[src/hw/spu_defs.vh]
// Constants of the serial port unit: register indices, field positions, reset values.
// Assumes the includer works on 8-bit registers in the low byte of a 32-bit bus word.
`ifndef SPU_DEFS_VH
`define SPU_DEFS_VH

// Printed register offsets are kept as indices; bus word address = low bits of index
`define SPU_FRAME_IDX 32'h05fffec0
`define SPU_BAUD_IDX 32'h05fffec1
`define SPU_CTRL_IDX 32'h05fffec2
`define SPU_TXDATA_IDX 32'h05fffec3
`define SPU_STAT_IDX 32'h05fffec4
`define SPU_RXDATA_IDX 32'h05fffec5
`define SPU_IRQ_STAT_IDX 32'h05fffec6
`define SPU_IRQ_MASK_IDX 32'h05fffec7

`define SPU_FRAME_RST 8'h00
`define SPU_BAUD_RST 8'hff
`define SPU_CTRL_RST 8'h00
`define SPU_STAT_RST 8'h84

// Frame format fields
`define SPU_F_SYNC 7
`define SPU_F_CHR7 6
`define SPU_F_PAR_ON 5
`define SPU_F_ODD 4
`define SPU_F_STOP2 3
`define SPU_F_MP 2
// Control fields
`define SPU_C_TIE 7
`define SPU_C_RIE 6
`define SPU_C_TE 5
`define SPU_C_RE 4
`define SPU_C_ADDR_WAIT_IRQ_EN 3
`define SPU_C_TX_DONE_IRQ_EN 2
`define SPU_C_CLK_SRC_SEL_HI 1
`define SPU_C_CLK_SRC_SEL_LO 0
// Status fields
`define SPU_S_TDRE 7
`define SPU_S_RX_FULL_FLAG 6
`define SPU_S_OVERRUN_FLAG 5
`define SPU_S_FER 4
`define SPU_S_PER 3
`define SPU_S_TEND 2
`define SPU_S_MPB 1
`define SPU_S_MPBT 0

// Prescaler terminal counts for /1, /4, /16, /64
`define SPU_PRE_DIV1 6'h00
`define SPU_PRE_DIV4 6'h03
`define SPU_PRE_DIV16 6'h0f
`define SPU_PRE_DIV64 6'h3f
// Asynchronous bit = 16 rate ticks; start bit checked at its middle
`define SPU_OVS_LAST 4'hf
`define SPU_OVS_MID 4'h7

`endif

[src/hw/spu_rate_gen.v]
// Bit-rate tick generator: prescaler followed by the divisor counter.
// Assumes a single clock; the tick is a one-cycle enable pulse.
`timescale 1ns/1ns
`include "spu_defs.vh"
module spu_rate_gen
(
  input wire clock_in,
  input wire nrst_in,
  input wire [1:0] prescale_sel_in,
  input wire [7:0] divisor_in,
  output reg tick_out
);

  reg [5:0] pre_r;
  reg [7:0] div_r;
  reg [5:0] pre_last;
  wire pre_tick;

  // ----------------------------------------
  // Prescaler select
  // ----------------------------------------
  always @*
  begin
    case (prescale_sel_in)
      2'b00: pre_last = `SPU_PRE_DIV1;
      2'b01: pre_last = `SPU_PRE_DIV4;
      2'b10: pre_last = `SPU_PRE_DIV16;
      default: pre_last = `SPU_PRE_DIV64;
    endcase
  end

  assign pre_tick = (pre_r >= pre_last);

  // Tick every (divisor + 1) prescaled clocks
  always @(posedge clock_in or negedge nrst_in)
  begin
    if (!nrst_in)
    begin
      pre_r <= 6'h00;
      div_r <= 8'h00;
      tick_out <= 1'b0;
    end
    else
    begin
      tick_out <= 1'b0;
      pre_r <= pre_tick ? 6'h00 : pre_r + 6'h01;
      if (pre_tick)
      begin
        if (div_r >= divisor_in)
        begin
          div_r <= 8'h00;
          tick_out <= 1'b1;
        end
        else
          div_r <= div_r + 8'h01;
      end
    end
  end

endmodule

[src/hw/spu_serial_port_unit.v]
// Serial port unit: frame format, bit rate and control registers plus the
// transmit and receive engines they steer, on an Avalon-MM slave.
// Assumes rxd_in and sck_in are already synchronous to clock_in.
//
// The Avalon-MM register port is this design's own decision.
`timescale 1ns/1ns
`include "spu_defs.vh"
module spu_serial_port_unit
(
  input wire clock_in,
  input wire nrst_in,
  input wire [3:0] address_in,
  input wire read_in,
  input wire write_in,
  input wire [31:0] writedata_in,
  output reg [31:0] readdata_out,
  output wire waitrequest_out,
  input wire rxd_in,
  output reg txd_out,
  input wire sck_in,
  output reg sck_out,
  output wire sck_oe_out,
  output wire tx_empty_irq_out,
  output wire rx_full_irq_out,
  output wire rx_error_irq_out,
  output wire tx_done_irq_out,
  output wire irq_out
);

  localparam TX_IDLE = 1'b0;
  localparam TX_SHIFT = 1'b1;
  localparam RX_IDLE = 2'b00;
  localparam RX_START = 2'b01;
  localparam RX_DATA = 2'b10;

  reg [7:0] frame_format_reg;
  reg [7:0] baud_divisor_reg;
  reg [7:0] serial_ctrl_reg;
  reg [7:0] tdr_r;
  reg [7:0] stat_r;
  reg [7:0] rdr_r;
  reg [3:0] ist_r;
  reg [3:0] imask_r;
  reg [3:0] req_d_r;
  reg ack_r;
  reg tx_st_r;
  reg [11:0] tx_sh_r;
  reg [3:0] tx_cnt_r;
  reg [3:0] tx_ovs_r;
  reg [1:0] rx_st_r;
  reg [11:0] rx_sh_r;
  reg [3:0] rx_cnt_r;
  reg [3:0] rx_ovs_r;
  reg sck_in_d_r;
  reg [11:0] frame_nxt;
  reg [3:0] flen_nxt;
  integer k;
  integer i;

  wire tick;
  wire acc = ack_r & (read_in | write_in);
  wire wr = acc & write_in;
  wire [31:0] word_addr = {28'h0000000, address_in};
  wire is_sync = frame_format_reg[`SPU_F_SYNC];
  wire chr7 = frame_format_reg[`SPU_F_CHR7];
  wire par_on = frame_format_reg[`SPU_F_PAR_ON];
  wire odd = frame_format_reg[`SPU_F_ODD];
  wire stop2 = frame_format_reg[`SPU_F_STOP2];
  wire mp_on = frame_format_reg[`SPU_F_MP];
  wire te = serial_ctrl_reg[`SPU_C_TE];
  wire re = serial_ctrl_reg[`SPU_C_RE];
  wire ext_clk = serial_ctrl_reg[`SPU_C_CLK_SRC_SEL_HI];
  wire async_mode = ~is_sync;
  // Sync mode forces 8 data bits and no parity, address bit or stop bits
  wire [3:0] nd = (async_mode & chr7) ? 4'd7 : 4'd8;
  wire use_par = async_mode & par_on;
  wire use_mp = async_mode & mp_on;
  wire sck_run = tx_st_r | re;
  wire ext_rise = sck_in & ~sck_in_d_r;
  wire ext_fall = ~sck_in & sck_in_d_r;
  wire int_rise = tick & sck_run & ~sck_out;
  wire int_fall = tick & sck_run & sck_out;
  wire s_rise = ext_clk ? ext_rise : int_rise;
  wire s_fall = ext_clk ? ext_fall : int_fall;
  // Bits before the stop bit; the stop sample itself ends the frame
  wire [3:0] rx_len = nd + {3'b000, use_par} + {3'b000, use_mp};
  wire [7:0] rx_data = chr7 & async_mode ? {1'b0, rx_sh_r[7:1]} : rx_sh_r[8:1];
  wire rx_bit_par = rx_sh_r[nd + 4'd1];
  wire rx_bit_mp = rx_sh_r[nd + 4'd1 + {3'b000, use_par}];
  wire rx_par_calc = ^rx_data ^ odd;
  wire rx_done_async = (rx_st_r == RX_DATA) & tick & (rx_ovs_r == `SPU_OVS_LAST)
                       & (rx_cnt_r == rx_len) & async_mode;
  wire rx_done_sync = (rx_st_r == RX_DATA) & is_sync & s_rise & (rx_cnt_r == 4'd7);
  wire [3:0] req = {tx_done_irq_out, rx_error_irq_out, rx_full_irq_out, tx_empty_irq_out};

  spu_rate_gen u_rate
  (
    .clock_in(clock_in),
    .nrst_in(nrst_in),
    .prescale_sel_in(frame_format_reg[1:0]),
    .divisor_in(baud_divisor_reg),
    .tick_out(tick)
  );

  // ----------------------------------------
  // Bus slave: one wait state on every access
  // ----------------------------------------
  assign waitrequest_out = (read_in | write_in) & ~ack_r;

  // ----------------------------------------
  // Interrupt requests
  // ----------------------------------------
  assign tx_empty_irq_out = serial_ctrl_reg[`SPU_C_TIE] & stat_r[`SPU_S_TDRE];
  assign rx_full_irq_out = serial_ctrl_reg[`SPU_C_RIE] & stat_r[`SPU_S_RX_FULL_FLAG];
  assign rx_error_irq_out = serial_ctrl_reg[`SPU_C_RIE]
                            & (stat_r[`SPU_S_OVERRUN_FLAG] | stat_r[`SPU_S_FER] | stat_r[`SPU_S_PER]);
  assign tx_done_irq_out = serial_ctrl_reg[`SPU_C_TX_DONE_IRQ_EN] & stat_r[`SPU_S_TEND];
  assign irq_out = |(ist_r & imask_r);
  // Pin drives only with internal clock: in sync mode, or when clock output is asked for
  assign sck_oe_out = ~ext_clk & (is_sync | serial_ctrl_reg[`SPU_C_CLK_SRC_SEL_LO]);

  // ----------------------------------------
  // Transmit frame assembly, LSB first
  // ----------------------------------------
  always @*
  begin
    frame_nxt = 12'hfff;
    frame_nxt[0] = 1'b0;
    k = 1;
    for (i = 0; i < 8; i = i + 1)
    begin
      if (i < nd)
      begin
        frame_nxt[k] = tdr_r[i];
        k = k + 1;
      end
    end
    if (use_par)
    begin
      frame_nxt[k] = ^(tdr_r & (chr7 ? 8'h7f : 8'hff)) ^ odd;
      k = k + 1;
    end
    if (use_mp)
    begin
      frame_nxt[k] = stat_r[`SPU_S_MPBT];
      k = k + 1;
    end
    flen_nxt = k[3:0] + (stop2 ? 4'd2 : 4'd1);
    if (is_sync)
    begin
      frame_nxt = {4'hf, tdr_r};
      flen_nxt = 4'd8;
    end
  end

  // ----------------------------------------
  // Registers, flags and engines
  // ----------------------------------------
  always @(posedge clock_in or negedge nrst_in)
  begin
    if (!nrst_in)
    begin
      frame_format_reg <= `SPU_FRAME_RST;
      baud_divisor_reg <= `SPU_BAUD_RST;
      serial_ctrl_reg <= `SPU_CTRL_RST;
      tdr_r <= 8'hff;
      stat_r <= `SPU_STAT_RST;
      rdr_r <= 8'h00;
      ist_r <= 4'h0;
      imask_r <= 4'h0;
      req_d_r <= 4'h0;
      ack_r <= 1'b0;
      readdata_out <= 32'h00000000;
      tx_st_r <= TX_IDLE;
      tx_sh_r <= 12'hfff;
      tx_cnt_r <= 4'h0;
      tx_ovs_r <= 4'h0;
      txd_out <= 1'b1;
      rx_st_r <= RX_IDLE;
      rx_sh_r <= 12'h000;
      rx_cnt_r <= 4'h0;
      rx_ovs_r <= 4'h0;
      sck_in_d_r <= 1'b1;
      sck_out <= 1'b1;
    end
    else
    begin
      ack_r <= (read_in | write_in) & ~ack_r;
      sck_in_d_r <= sck_in;
      req_d_r <= req;
      if (int_rise | int_fall)
        sck_out <= ~sck_out;
      else if (!sck_run)
        sck_out <= 1'b1;

      // Register reads load in the wait cycle, so data stand when waitrequest drops
      if (read_in && !ack_r)
      begin
        case (word_addr)
          `SPU_FRAME_IDX & 32'hf: readdata_out <= {24'h000000, frame_format_reg};
          `SPU_BAUD_IDX & 32'hf: readdata_out <= {24'h000000, baud_divisor_reg};
          `SPU_CTRL_IDX & 32'hf: readdata_out <= {24'h000000, serial_ctrl_reg};
          `SPU_TXDATA_IDX & 32'hf: readdata_out <= {24'h000000, tdr_r};
          `SPU_STAT_IDX & 32'hf: readdata_out <= {24'h000000, stat_r};
          `SPU_RXDATA_IDX & 32'hf: readdata_out <= {24'h000000, rdr_r};
          `SPU_IRQ_STAT_IDX & 32'hf: readdata_out <= {28'h0000000, ist_r};
          `SPU_IRQ_MASK_IDX & 32'hf: readdata_out <= {28'h0000000, imask_r};
          default: readdata_out <= 32'h00000000;
        endcase
      end

      // Register writes; hardware sets below override software clears
      if (wr)
      begin
        case (word_addr)
          `SPU_FRAME_IDX & 32'hf: frame_format_reg <= writedata_in[7:0];
          `SPU_BAUD_IDX & 32'hf: baud_divisor_reg <= writedata_in[7:0];
          `SPU_CTRL_IDX & 32'hf: serial_ctrl_reg <= writedata_in[7:0];
          `SPU_TXDATA_IDX & 32'hf:
          begin
            tdr_r <= writedata_in[7:0];
            stat_r[`SPU_S_TDRE] <= 1'b0;
            stat_r[`SPU_S_TEND] <= 1'b0;
          end
          // Flags in bits 7:3 clear by writing 0; address-bit-to-send is plain read/write
          `SPU_STAT_IDX & 32'hf:
          begin
            stat_r[7:3] <= stat_r[7:3] & writedata_in[7:3];
            stat_r[`SPU_S_MPBT] <= writedata_in[`SPU_S_MPBT];
          end
          `SPU_IRQ_STAT_IDX & 32'hf: ist_r <= ist_r & ~writedata_in[3:0];
          `SPU_IRQ_MASK_IDX & 32'hf: imask_r <= writedata_in[3:0];
          default: ;
        endcase
      end
      // Sticky events on each request rising
      ist_r[0] <= (wr && word_addr == (`SPU_IRQ_STAT_IDX & 32'hf) && writedata_in[0]
                   ? 1'b0 : ist_r[0]) | (req[0] & ~req_d_r[0]);
      ist_r[1] <= (wr && word_addr == (`SPU_IRQ_STAT_IDX & 32'hf) && writedata_in[1]
                   ? 1'b0 : ist_r[1]) | (req[1] & ~req_d_r[1]);
      ist_r[2] <= (wr && word_addr == (`SPU_IRQ_STAT_IDX & 32'hf) && writedata_in[2]
                   ? 1'b0 : ist_r[2]) | (req[2] & ~req_d_r[2]);
      ist_r[3] <= (wr && word_addr == (`SPU_IRQ_STAT_IDX & 32'hf) && writedata_in[3]
                   ? 1'b0 : ist_r[3]) | (req[3] & ~req_d_r[3]);

      // Transmitter
      if (!te)
      begin
        tx_st_r <= TX_IDLE;
        txd_out <= 1'b1;
        stat_r[`SPU_S_TDRE] <= 1'b1;
        stat_r[`SPU_S_TEND] <= 1'b1;
      end
      else
      begin
        case (tx_st_r)
          TX_IDLE:
          begin
            // Async frames start on a rate tick so the start bit lasts sixteen full ticks
            if (!stat_r[`SPU_S_TDRE] && !(wr && word_addr == (`SPU_TXDATA_IDX & 32'hf))
                && (is_sync || tick))
            begin
              tx_sh_r <= frame_nxt;
              tx_cnt_r <= flen_nxt;
              tx_ovs_r <= 4'h0;
              tx_st_r <= TX_SHIFT;
              stat_r[`SPU_S_TDRE] <= 1'b1;
              stat_r[`SPU_S_TEND] <= 1'b0;
              if (async_mode)
                txd_out <= frame_nxt[0];
            end
          end
          TX_SHIFT:
          begin
            if (is_sync ? s_fall : (tick && tx_ovs_r == `SPU_OVS_LAST))
            begin
              tx_cnt_r <= tx_cnt_r - 4'd1;
              if (is_sync)
                txd_out <= tx_sh_r[0];
              else
                txd_out <= tx_sh_r[1];
              tx_sh_r <= {1'b1, tx_sh_r[11:1]};
              if (tx_cnt_r == 4'd1)
              begin
                tx_st_r <= TX_IDLE;
                txd_out <= is_sync ? tx_sh_r[0] : 1'b1;
                stat_r[`SPU_S_TEND] <= stat_r[`SPU_S_TDRE];
              end
            end
            if (tick)
              tx_ovs_r <= tx_ovs_r + 4'h1;
          end
          default: tx_st_r <= TX_IDLE;
        endcase
      end

      // Receiver
      if (!re)
        rx_st_r <= RX_IDLE;
      else
      begin
        case (rx_st_r)
          RX_IDLE:
          begin
            rx_cnt_r <= 4'h0;
            rx_ovs_r <= 4'h0;
            if (is_sync)
              rx_st_r <= RX_DATA;
            else if (!rxd_in)
              rx_st_r <= RX_START;
          end
          RX_START:
          begin
            if (tick)
            begin
              rx_ovs_r <= rx_ovs_r + 4'h1;
              if (rx_ovs_r == `SPU_OVS_MID)
              begin
                rx_ovs_r <= 4'h0;
                rx_st_r <= rxd_in ? RX_IDLE : RX_DATA;
              end
            end
          end
          RX_DATA:
          begin
            if (is_sync ? s_rise : (tick && rx_ovs_r == `SPU_OVS_LAST))
            begin
              rx_cnt_r <= rx_cnt_r + 4'h1;
              rx_sh_r[rx_cnt_r + 4'd1] <= rxd_in;
            end
            if (tick)
              rx_ovs_r <= rx_ovs_r + 4'h1;
            if (rx_done_sync)
            begin
              rx_st_r <= RX_IDLE;
              if (stat_r[`SPU_S_RX_FULL_FLAG])
                stat_r[`SPU_S_OVERRUN_FLAG] <= 1'b1;
              else
              begin
                rdr_r <= {rxd_in, rx_sh_r[7:1]};
                stat_r[`SPU_S_RX_FULL_FLAG] <= 1'b1;
              end
            end
            else if (rx_done_async)
            begin
              rx_st_r <= RX_IDLE;
              // Stop bit is rxd_in now; only the first stop bit is checked
              if (use_mp)
                stat_r[`SPU_S_MPB] <= rx_bit_mp;
              if (use_mp && rx_bit_mp)
                serial_ctrl_reg[`SPU_C_ADDR_WAIT_IRQ_EN] <= 1'b0;
              if (serial_ctrl_reg[`SPU_C_ADDR_WAIT_IRQ_EN] && !(use_mp && rx_bit_mp))
                ; // Non-address character while waiting: no flags, data dropped
              else if (stat_r[`SPU_S_RX_FULL_FLAG])
                stat_r[`SPU_S_OVERRUN_FLAG] <= 1'b1;
              else if (!rxd_in)
              begin
                stat_r[`SPU_S_FER] <= 1'b1;
                rdr_r <= rx_data;
              end
              else if (use_par && (rx_bit_par != rx_par_calc))
              begin
                stat_r[`SPU_S_PER] <= 1'b1;
                rdr_r <= rx_data;
              end
              else
              begin
                rdr_r <= rx_data;
                stat_r[`SPU_S_RX_FULL_FLAG] <= 1'b1;
              end
            end
          end
          default: rx_st_r <= RX_IDLE;
        endcase
      end
    end
  end

endmodule

[config.mk]
export PLATFORM = sky130hd
export DESIGN_NAME = spu_serial_port_unit
export DESIGN_NICKNAME = d
export VERILOG_FILES = /design/src/hw/spu_rate_gen.v /design/src/hw/spu_serial_port_unit.v
export VERILOG_INCLUDE_DIRS = /design/src /design/src/hw
export SDC_FILE = /design/constraint.sdc
export NUM_CORES = 1
export LEC_CHECK = 0
export BUFFER_PORTS_ARGS = -buffer_cell sky130_fd_sc_hd__buf_2
export CAP_MARGIN = 20
export CORE_MARGIN = 2
export CORE_UTILIZATION = 50
export CTS_CLUSTER_DIAMETER = 150
export DETAILED_ROUTE_END_ITERATION = 12
export PLACE_DENSITY = 0.71
export SYNTH_ARGS = -nofsm -noshare
export SYNTH_HDL_FRONTEND = slang
export SYNTH_HIERARCHICAL = 1
export SYNTH_SLANG_ARGS = --single-unit
[constraint.sdc]
create_clock -name clock_in -period 5.25 [get_ports clock_in]
set_clock_uncertainty 0.05 [all_clocks]
set_input_delay 0.525 -clock clock_in [delete_from_list [all_inputs] [get_ports clock_in]]
set_output_delay 0.525 -clock clock_in [all_outputs]
set_load 0.05 [all_outputs]
# == Yosys cells after proc, flatten, opt, wreduce, memory -nomap -nowiden ==
# Cells that the tools add are included.
# op_classes
n_bitwise,54
mux,152
eq_ne,35
n_reduce_logical,53
magnitude_cmp,32
addsub,20
# ops
cell,count
$ge 32x1->1 const B,9
$lt 32x6->1 const B,9
$add 32x2->32 const B,8
$mux 32,8
$mux 12,12
$bwmux 12,10
$mux 4,18
$mux 8,8
$pmux 8 s8,1
$mux 1,57
$demux 1 s4,10
$logic_not 32->1,1
$and 1x1->1,27
$mux 2,13
$eq 4x3->1 const B,6
$logic_and 1x1->1,24
$pmux 12 s2,1
$pmux 4 s2,3
$pmux 6 s3,1
$add 4x1->4 const B,4
$lt 3x4->1 const A,4
$reduce_xor 8->1,2
$lt 4x5->1 const B,3
$reduce_and 3->1,5
other kinds (44),102
# totals
word_cells,374
register_bits,154
out_inout_bits,41
inputBits,42

# == Longest topological paths before layout ==
# logic_depth
word_depth,32
ltp_mapped,13
ltp_nobuf,12

# == Cells and area by module ==
# Netlist, hierarchy kept.
# by_module_without_submodules
mod,cells_per_inst,instances,seq_area_each_um2,area_each_um2
spu_serial_port_unit,629,1,2894.0,6507.5
spu_rate_gen,108,1,375.4,1052.3

# == Worst setup path before layout ==
# Ideal clock, no wire load.
# synth_timing
kind,register to register
from,register frame_format_reg[7]
to,register rdr_r[0]
n_path_buf,1
setup_ps,125
period_less_slack_ps,3179
path_stages_with_launch,14
path_slack_ps,2071
arrival_ps,3004
required_ps,5075
cell_sequence,dfrtp_1 > clkbuf_1 > inv_1 > nand2_1 > inv_1 > fa_1 > inv_1 > ha_1 > xor2_1 > nand3_1 > a2111oi_4 > nor2_2 > nor3_4 > mux2_2
# synth_between
elab_chain_cells,12
elab_cells_between_ends,26
classes_between,add/sub (4); eq/ne (4); mux (4); bitwise (9); reduce/logical (5)
# synth_rtl
element,line_no,rtl
from (decl),spu_serial_port_unit.v:36,reg [7:0] frame_format_reg;
from (signal assigned),spu_serial_port_unit.v:163,frame_format_reg <= `SPU_FRAME_RST;
from (signal assigned),spu_serial_port_unit.v:216,`SPU_FRAME_IDX & 32'hf: frame_format_reg <= writedata_in[7:0];
$not 1->1,spu_serial_port_unit.v:73,wire async_mode = ~is_sync;
$and 1x1->1,spu_serial_port_unit.v:75,wire [3:0] nd = (async_mode & chr7) ? 4'd7 : 4'd8;
$mux 4,spu_serial_port_unit.v:75,
$add 4x1->4 (2 in series),spu_serial_port_unit.v:89,"wire rx_bit_mp = rx_sh_r[nd + 4'd1 + {3'b000, use_par}];"
$bmux 1 s4,spu_serial_port_unit.v:89,
$mux 1 (implied by the code),spu_serial_port_unit.v:89,
$logic_and 1x1->1,spu_serial_port_unit.v:352,if (serial_ctrl_reg[`SPU_C_ADDR_WAIT_IRQ_EN] && !(use_mp && rx_bit_mp))
$logic_not 1->1,spu_serial_port_unit.v:352,
$logic_and 1x1->1,spu_serial_port_unit.v:352,
$ne 3x2->1 (no source line) or $ne 2x2->1 (tied branches),--,
$reduce_and 6->1 (no source line),--,
to (signal assigned),spu_serial_port_unit.v:359,rdr_r <= rx_data;
to (signal assigned),spu_serial_port_unit.v:364,rdr_r <= rx_data;
to (signal assigned),spu_serial_port_unit.v:368,rdr_r <= rx_data;
to (decl),spu_serial_port_unit.v:41,reg [7:0] rdr_r;
# Parallel ways exist; a longest one is shown, timed or not. The select of a mux whose other input is x is not followed.
# A chain may end at the register's enable or synchronous reset.

# == Worst setup path after layout ==
# layout_timing
from,register frame_format_reg[7]
to,register rdr_r[3]
# Same word-level chain as after synthesis.

==> impl_metrics.yaml <==
logic_synthesis:
  main_combinational_cell_family_by_area_after_synthesis: "simple AND/OR/NAND/NOR gates"
  post_synth_num_cell_types: 70
  synthAdderAreaFrac_pct: 5.991
  synth_edf_count: 0
  synth-main-ff-cell: "dfrtp_1"
  synth_area_per_cell_um2: 10.26
  yosys_warnings: 6
  postSynth.asyncResetShare_pct: 100.0
  syn_area_um2: 7560
  share_of_synthesized_cell_area_in_and_or_nand_and_nor_gates_pct: 14.75
  synth_compound_area_share_pct: 12.91
  postSynthRegisterBits: 129
  synth-xor-area-share_pct: 3.840
  muxShareOfSynthArea_pct: 12.91
  synthesis.instances: 737
  synth.yosys.seq_area_share_pct: 43.25
run:
  number_of_violations_of_the_max_capacitance_limit: 0
drt:
  detailedRoute.firstIterationViolations: 477
  remaining_drc_errors: 0
  via_per_inst: 5.772
  detailroute.via_count: 5541
  postRouteAntennaNets: 0
  route.final.wire_length_um: 16950
  firstDrtPassIters: 5
  routed_wire_length_per_instance_um: 17.65
setup_path:
  crit_path_cell_trace: "inv_1 > nand2_1 > inv_1 > fa_1 > inv_1 > ha_1 > xor2_1 > nand3_1 > a2111oi_4 > nor2_2 > nor3_4 > mux2_2"
  crit_path_max_incr_delay_ns: 0.64
  critical_path_peak_fanout: 13
  element_type_at_the_critical_path_start: "flop"
  worst_path_most_repeated_cell: "inv_1"
  timing.setup.critical_path_class: "reg2reg"
  critical_path_arrival_ns: 3.86
  critPathSlowestCell: "dfrtp_1"
  crit_path_end_kind: "flop"
  wp_data_required_ns: 5.51
floorplan:
  dieArea_um2: 16120
  fp.dieW_um: 127.0
  start_util_pct: 51.62
  core_area_um2: 14640
  io_pins: 83
  die_y_um: 127.0
  placement_rows: 44
sta:
  max_slew_margin_pct: 39.37
  final.period_utilization_pct: 68.49
  worst_hold_margin_ns: 0.1466
  min_period_ns: 3.596
  final_total_negative_setup_slack_ns: 0
  least_margin_pin_slew_ns: 0.9033
  report.final.setup_viol: 0
  grt_setup_unrepaired: "no"
  number_of_endpoints_with_negative_hold_slack_in_the_final_report: 0
  clock.fmax_mhz: 278.1
  drv_slew: 0
outcome:
  run_status: "complete, no violations"
power:
  power.leakage_nw: 3.812
  vdd.ir_drop.worst_mv: 0.2767
  power_per_cell_area_nw_per_um2: 401.4
layout:
  area_growth_syn_to_layout_pct: 11.02
  fin_nets: 840
  largest_reg_flops: 12
  largestRegisters: "tx_sh_r x12, rx_sh_r x11"
  post-route-cell-area_um2: 8393
  largest_register: "tx_sh_r"
  num_antenna_cells: 0
  ratio_of_cells_with_drive_above_1_in_the_final_layout_pct: 23.71
cts:
  clock_tree_buffer_depth: 2
  clock_insertion_delay_at_the_later_pin_of_the_skew_report_ns: 0.43
  cts_max_level: 4
  number_of_cts_inserted_buffers: 17
  postCtsResizedCells: 0
  cts.sinks: 129
  cts-root-buf: "clkbuf_16"
  worst_setup_hold_path_clk_slew_ns: 0.06
  cts_post_setup_buffers_inserted: 0
  postCtsHoldBufs: 0
  tritoncts_clock_tree: "built"
hold_path:
  hold_path.class: "in2async"
placed_design:
  placement.cell_area_um2: 7767
  dp_hpwl_um: 12040
  gp_routability_congestion: 0.8753
  placement.io_buffers: 34
global_routing:
  grt_max_degree: 63
  grt_pass1_wl_um: 28430
  antenna_violations_before_repair: 0
  first_global_vias: 5580
  grt.total_usage_pct: 22.44
  grt_overflow_total: 0
[per-layer routing]
layer | up-vias | share of wire [%] | GRT usage [%]
met5 | - | 0 | 0
met4 | 0 | 2.2 | 8.727
met3 | 30 | 4.3 | 5.272
met2 | 145 | 48 | 35.86
met1 | 2739 | 45 | 29.78
li1 | 2627 | - | -
[Yosys cell counts, types with 5 or more instances]
| cell | instances | share of area (%) |
|---|---|---|
| a21oi_1 | 24 | 1.6 |
| a22o_1 | 7 | 0.81 |
| a22oi_1 | 8 | 0.79 |
| and3_1 | 5 | 0.41 |
| buf_1 | 6 | 0.30 |
| buf_2 | 9 | 0.60 |
| buf_4 | 25 | 2.5 |
| clkbuf_1 | 16 | 0.79 |
| dfrtp_1 | 96 | 32 |
| dfstp_2 | 33 | 11 |
| ha_1 | 33 | 5.5 |
| inv_1 | 40 | 2.0 |
| mux2_2 | 60 | 8.9 |
| mux2i_1 | 21 | 2.8 |
| nand2_1 | 70 | 3.5 |
| nand2b_1 | 13 | 1.1 |
| nand3_1 | 15 | 0.99 |
| nand3b_1 | 5 | 0.50 |
| nand4_1 | 8 | 0.66 |
| nor2_1 | 38 | 1.9 |
| nor2b_1 | 14 | 1.2 |
| nor3_1 | 22 | 1.5 |
| nor4_1 | 5 | 0.41 |
| o21ai_0 | 48 | 3.2 |
| o2bb2ai_1 | 6 | 0.70 |
| xnor2_1 | 21 | 2.4 |
| xor2_1 | 7 | 0.81 |
[critical path, delay by kind of cell, from the launching register on]
kind / cells / cell delay, ns
XOR/XNOR: 1 / 0.14
multiplexers: 1 / 0.39
AND/OR/NAND/NOR: 4 / 0.79
AO/OA/AOI/OAI: 1 / 0.47
buffers and inverters: 3 / 0.40
adder cells (fa/ha/maj): 2 / 0.60
flip-flops: 1 / 0.64
[cell families after synthesis]
family | count (synthesis)
muxes | 85
other | 1
buffers and inverters | 97
and+or+nand+nor | 218
xor gates and xnor gates | 30
AOI/OAI and AO/OA | 142
DFF | 129
adders and majority gates | 35
[power breakdown]
group	total, W	leakage (nW)	switching [W]	internal (W)
combinational	0.000863	1.90	0.000510	0.000353
sequential	0.00128	1.61	0.000149	0.00113
clock	0.00123	0.306	0.000460	0.000766
total	0.00337	3.81	0.00112	0.00225
[path summary, 6_finish.rpt]
kind                            cells past startpoint  slack, ns     endpoint                start
worst max-delay path                               12       1.65     rdr_r[3]  frame_format_reg[7]
worst min-delay path                                1       0.15  tx_ovs_r[3]              nrst_in
worst max register to register                     12       1.65     rdr_r[3]  frame_format_reg[7]
worst min register to register                      1       0.39     ist_r[1]           req_d_r[1]
max in group asynchronous                           2       4.01  tx_sh_r[10]              nrst_in
min in group clock_in                               1       0.16   sck_in_d_r               sck_in
[cell usage in the layout (no fill, tap or decap), types with 4 or more instances in the layout]
cell,Yosys,final
a21oi_1,24,24
nor2b_1,14,14
nand4_1,8,8
buf_2,9,33
and3_1,5,5
nor3_1,22,22
nand2b_1,13,13
o2bb2ai_1,6,6
inv_6,0,4
conb_1,1,24
xor2_1,7,7
a31oi_1,4,4
o21ai_0,48,48
buf_4,25,8
dfstp_2,33,33
o21ai_2,4,4
mux2i_1,21,21
nand3_1,15,15
a22oi_1,8,8
nand3b_1,5,5
nor4_1,5,5
xnor2_1,21,21
ha_1,33,33
clkinv_4,0,5
nand2_1,70,70
clkbuf_16,0,17
dfrtp_1,96,96
nor3b_1,4,4
a22o_1,7,7
and2_1,4,4
inv_1,40,40
nor2_1,38,38
mux4_2,4,4
mux2_2,60,60
[per-stage QoR]
| stage | instances | worst slack (ns) | power, W | utilization [%] |
|---|---|---|---|---|
| after floorplan | 760 | 2.071 | 0.001956 | - |
| after global placement | 927 | 1.783 | 0.002116 | 53.04 |
| after detailed placement | 927 | 1.682 | 0.002150 | 53.04 |
| after CTS | 959 | 1.662 | 0.003389 | 57.26 |
| after global routing | 960 | 1.418 | 0.003553 | 57.31 |
| final | 960 | 1.654 | 0.003369 | 57.31 |
[layout make-up]
type                    count  area (µm²)
fillers                  1228        6251
well taps                 184       230.2
inverters                  40       150.1
repair buffers             41       225.2
clock inverters            14       178.9
flip-flops and latches    129        3269
multi-input cells         534        3900
clock buffers              18       439.2
No activity file was read; power rests on OpenSTA's default activity.
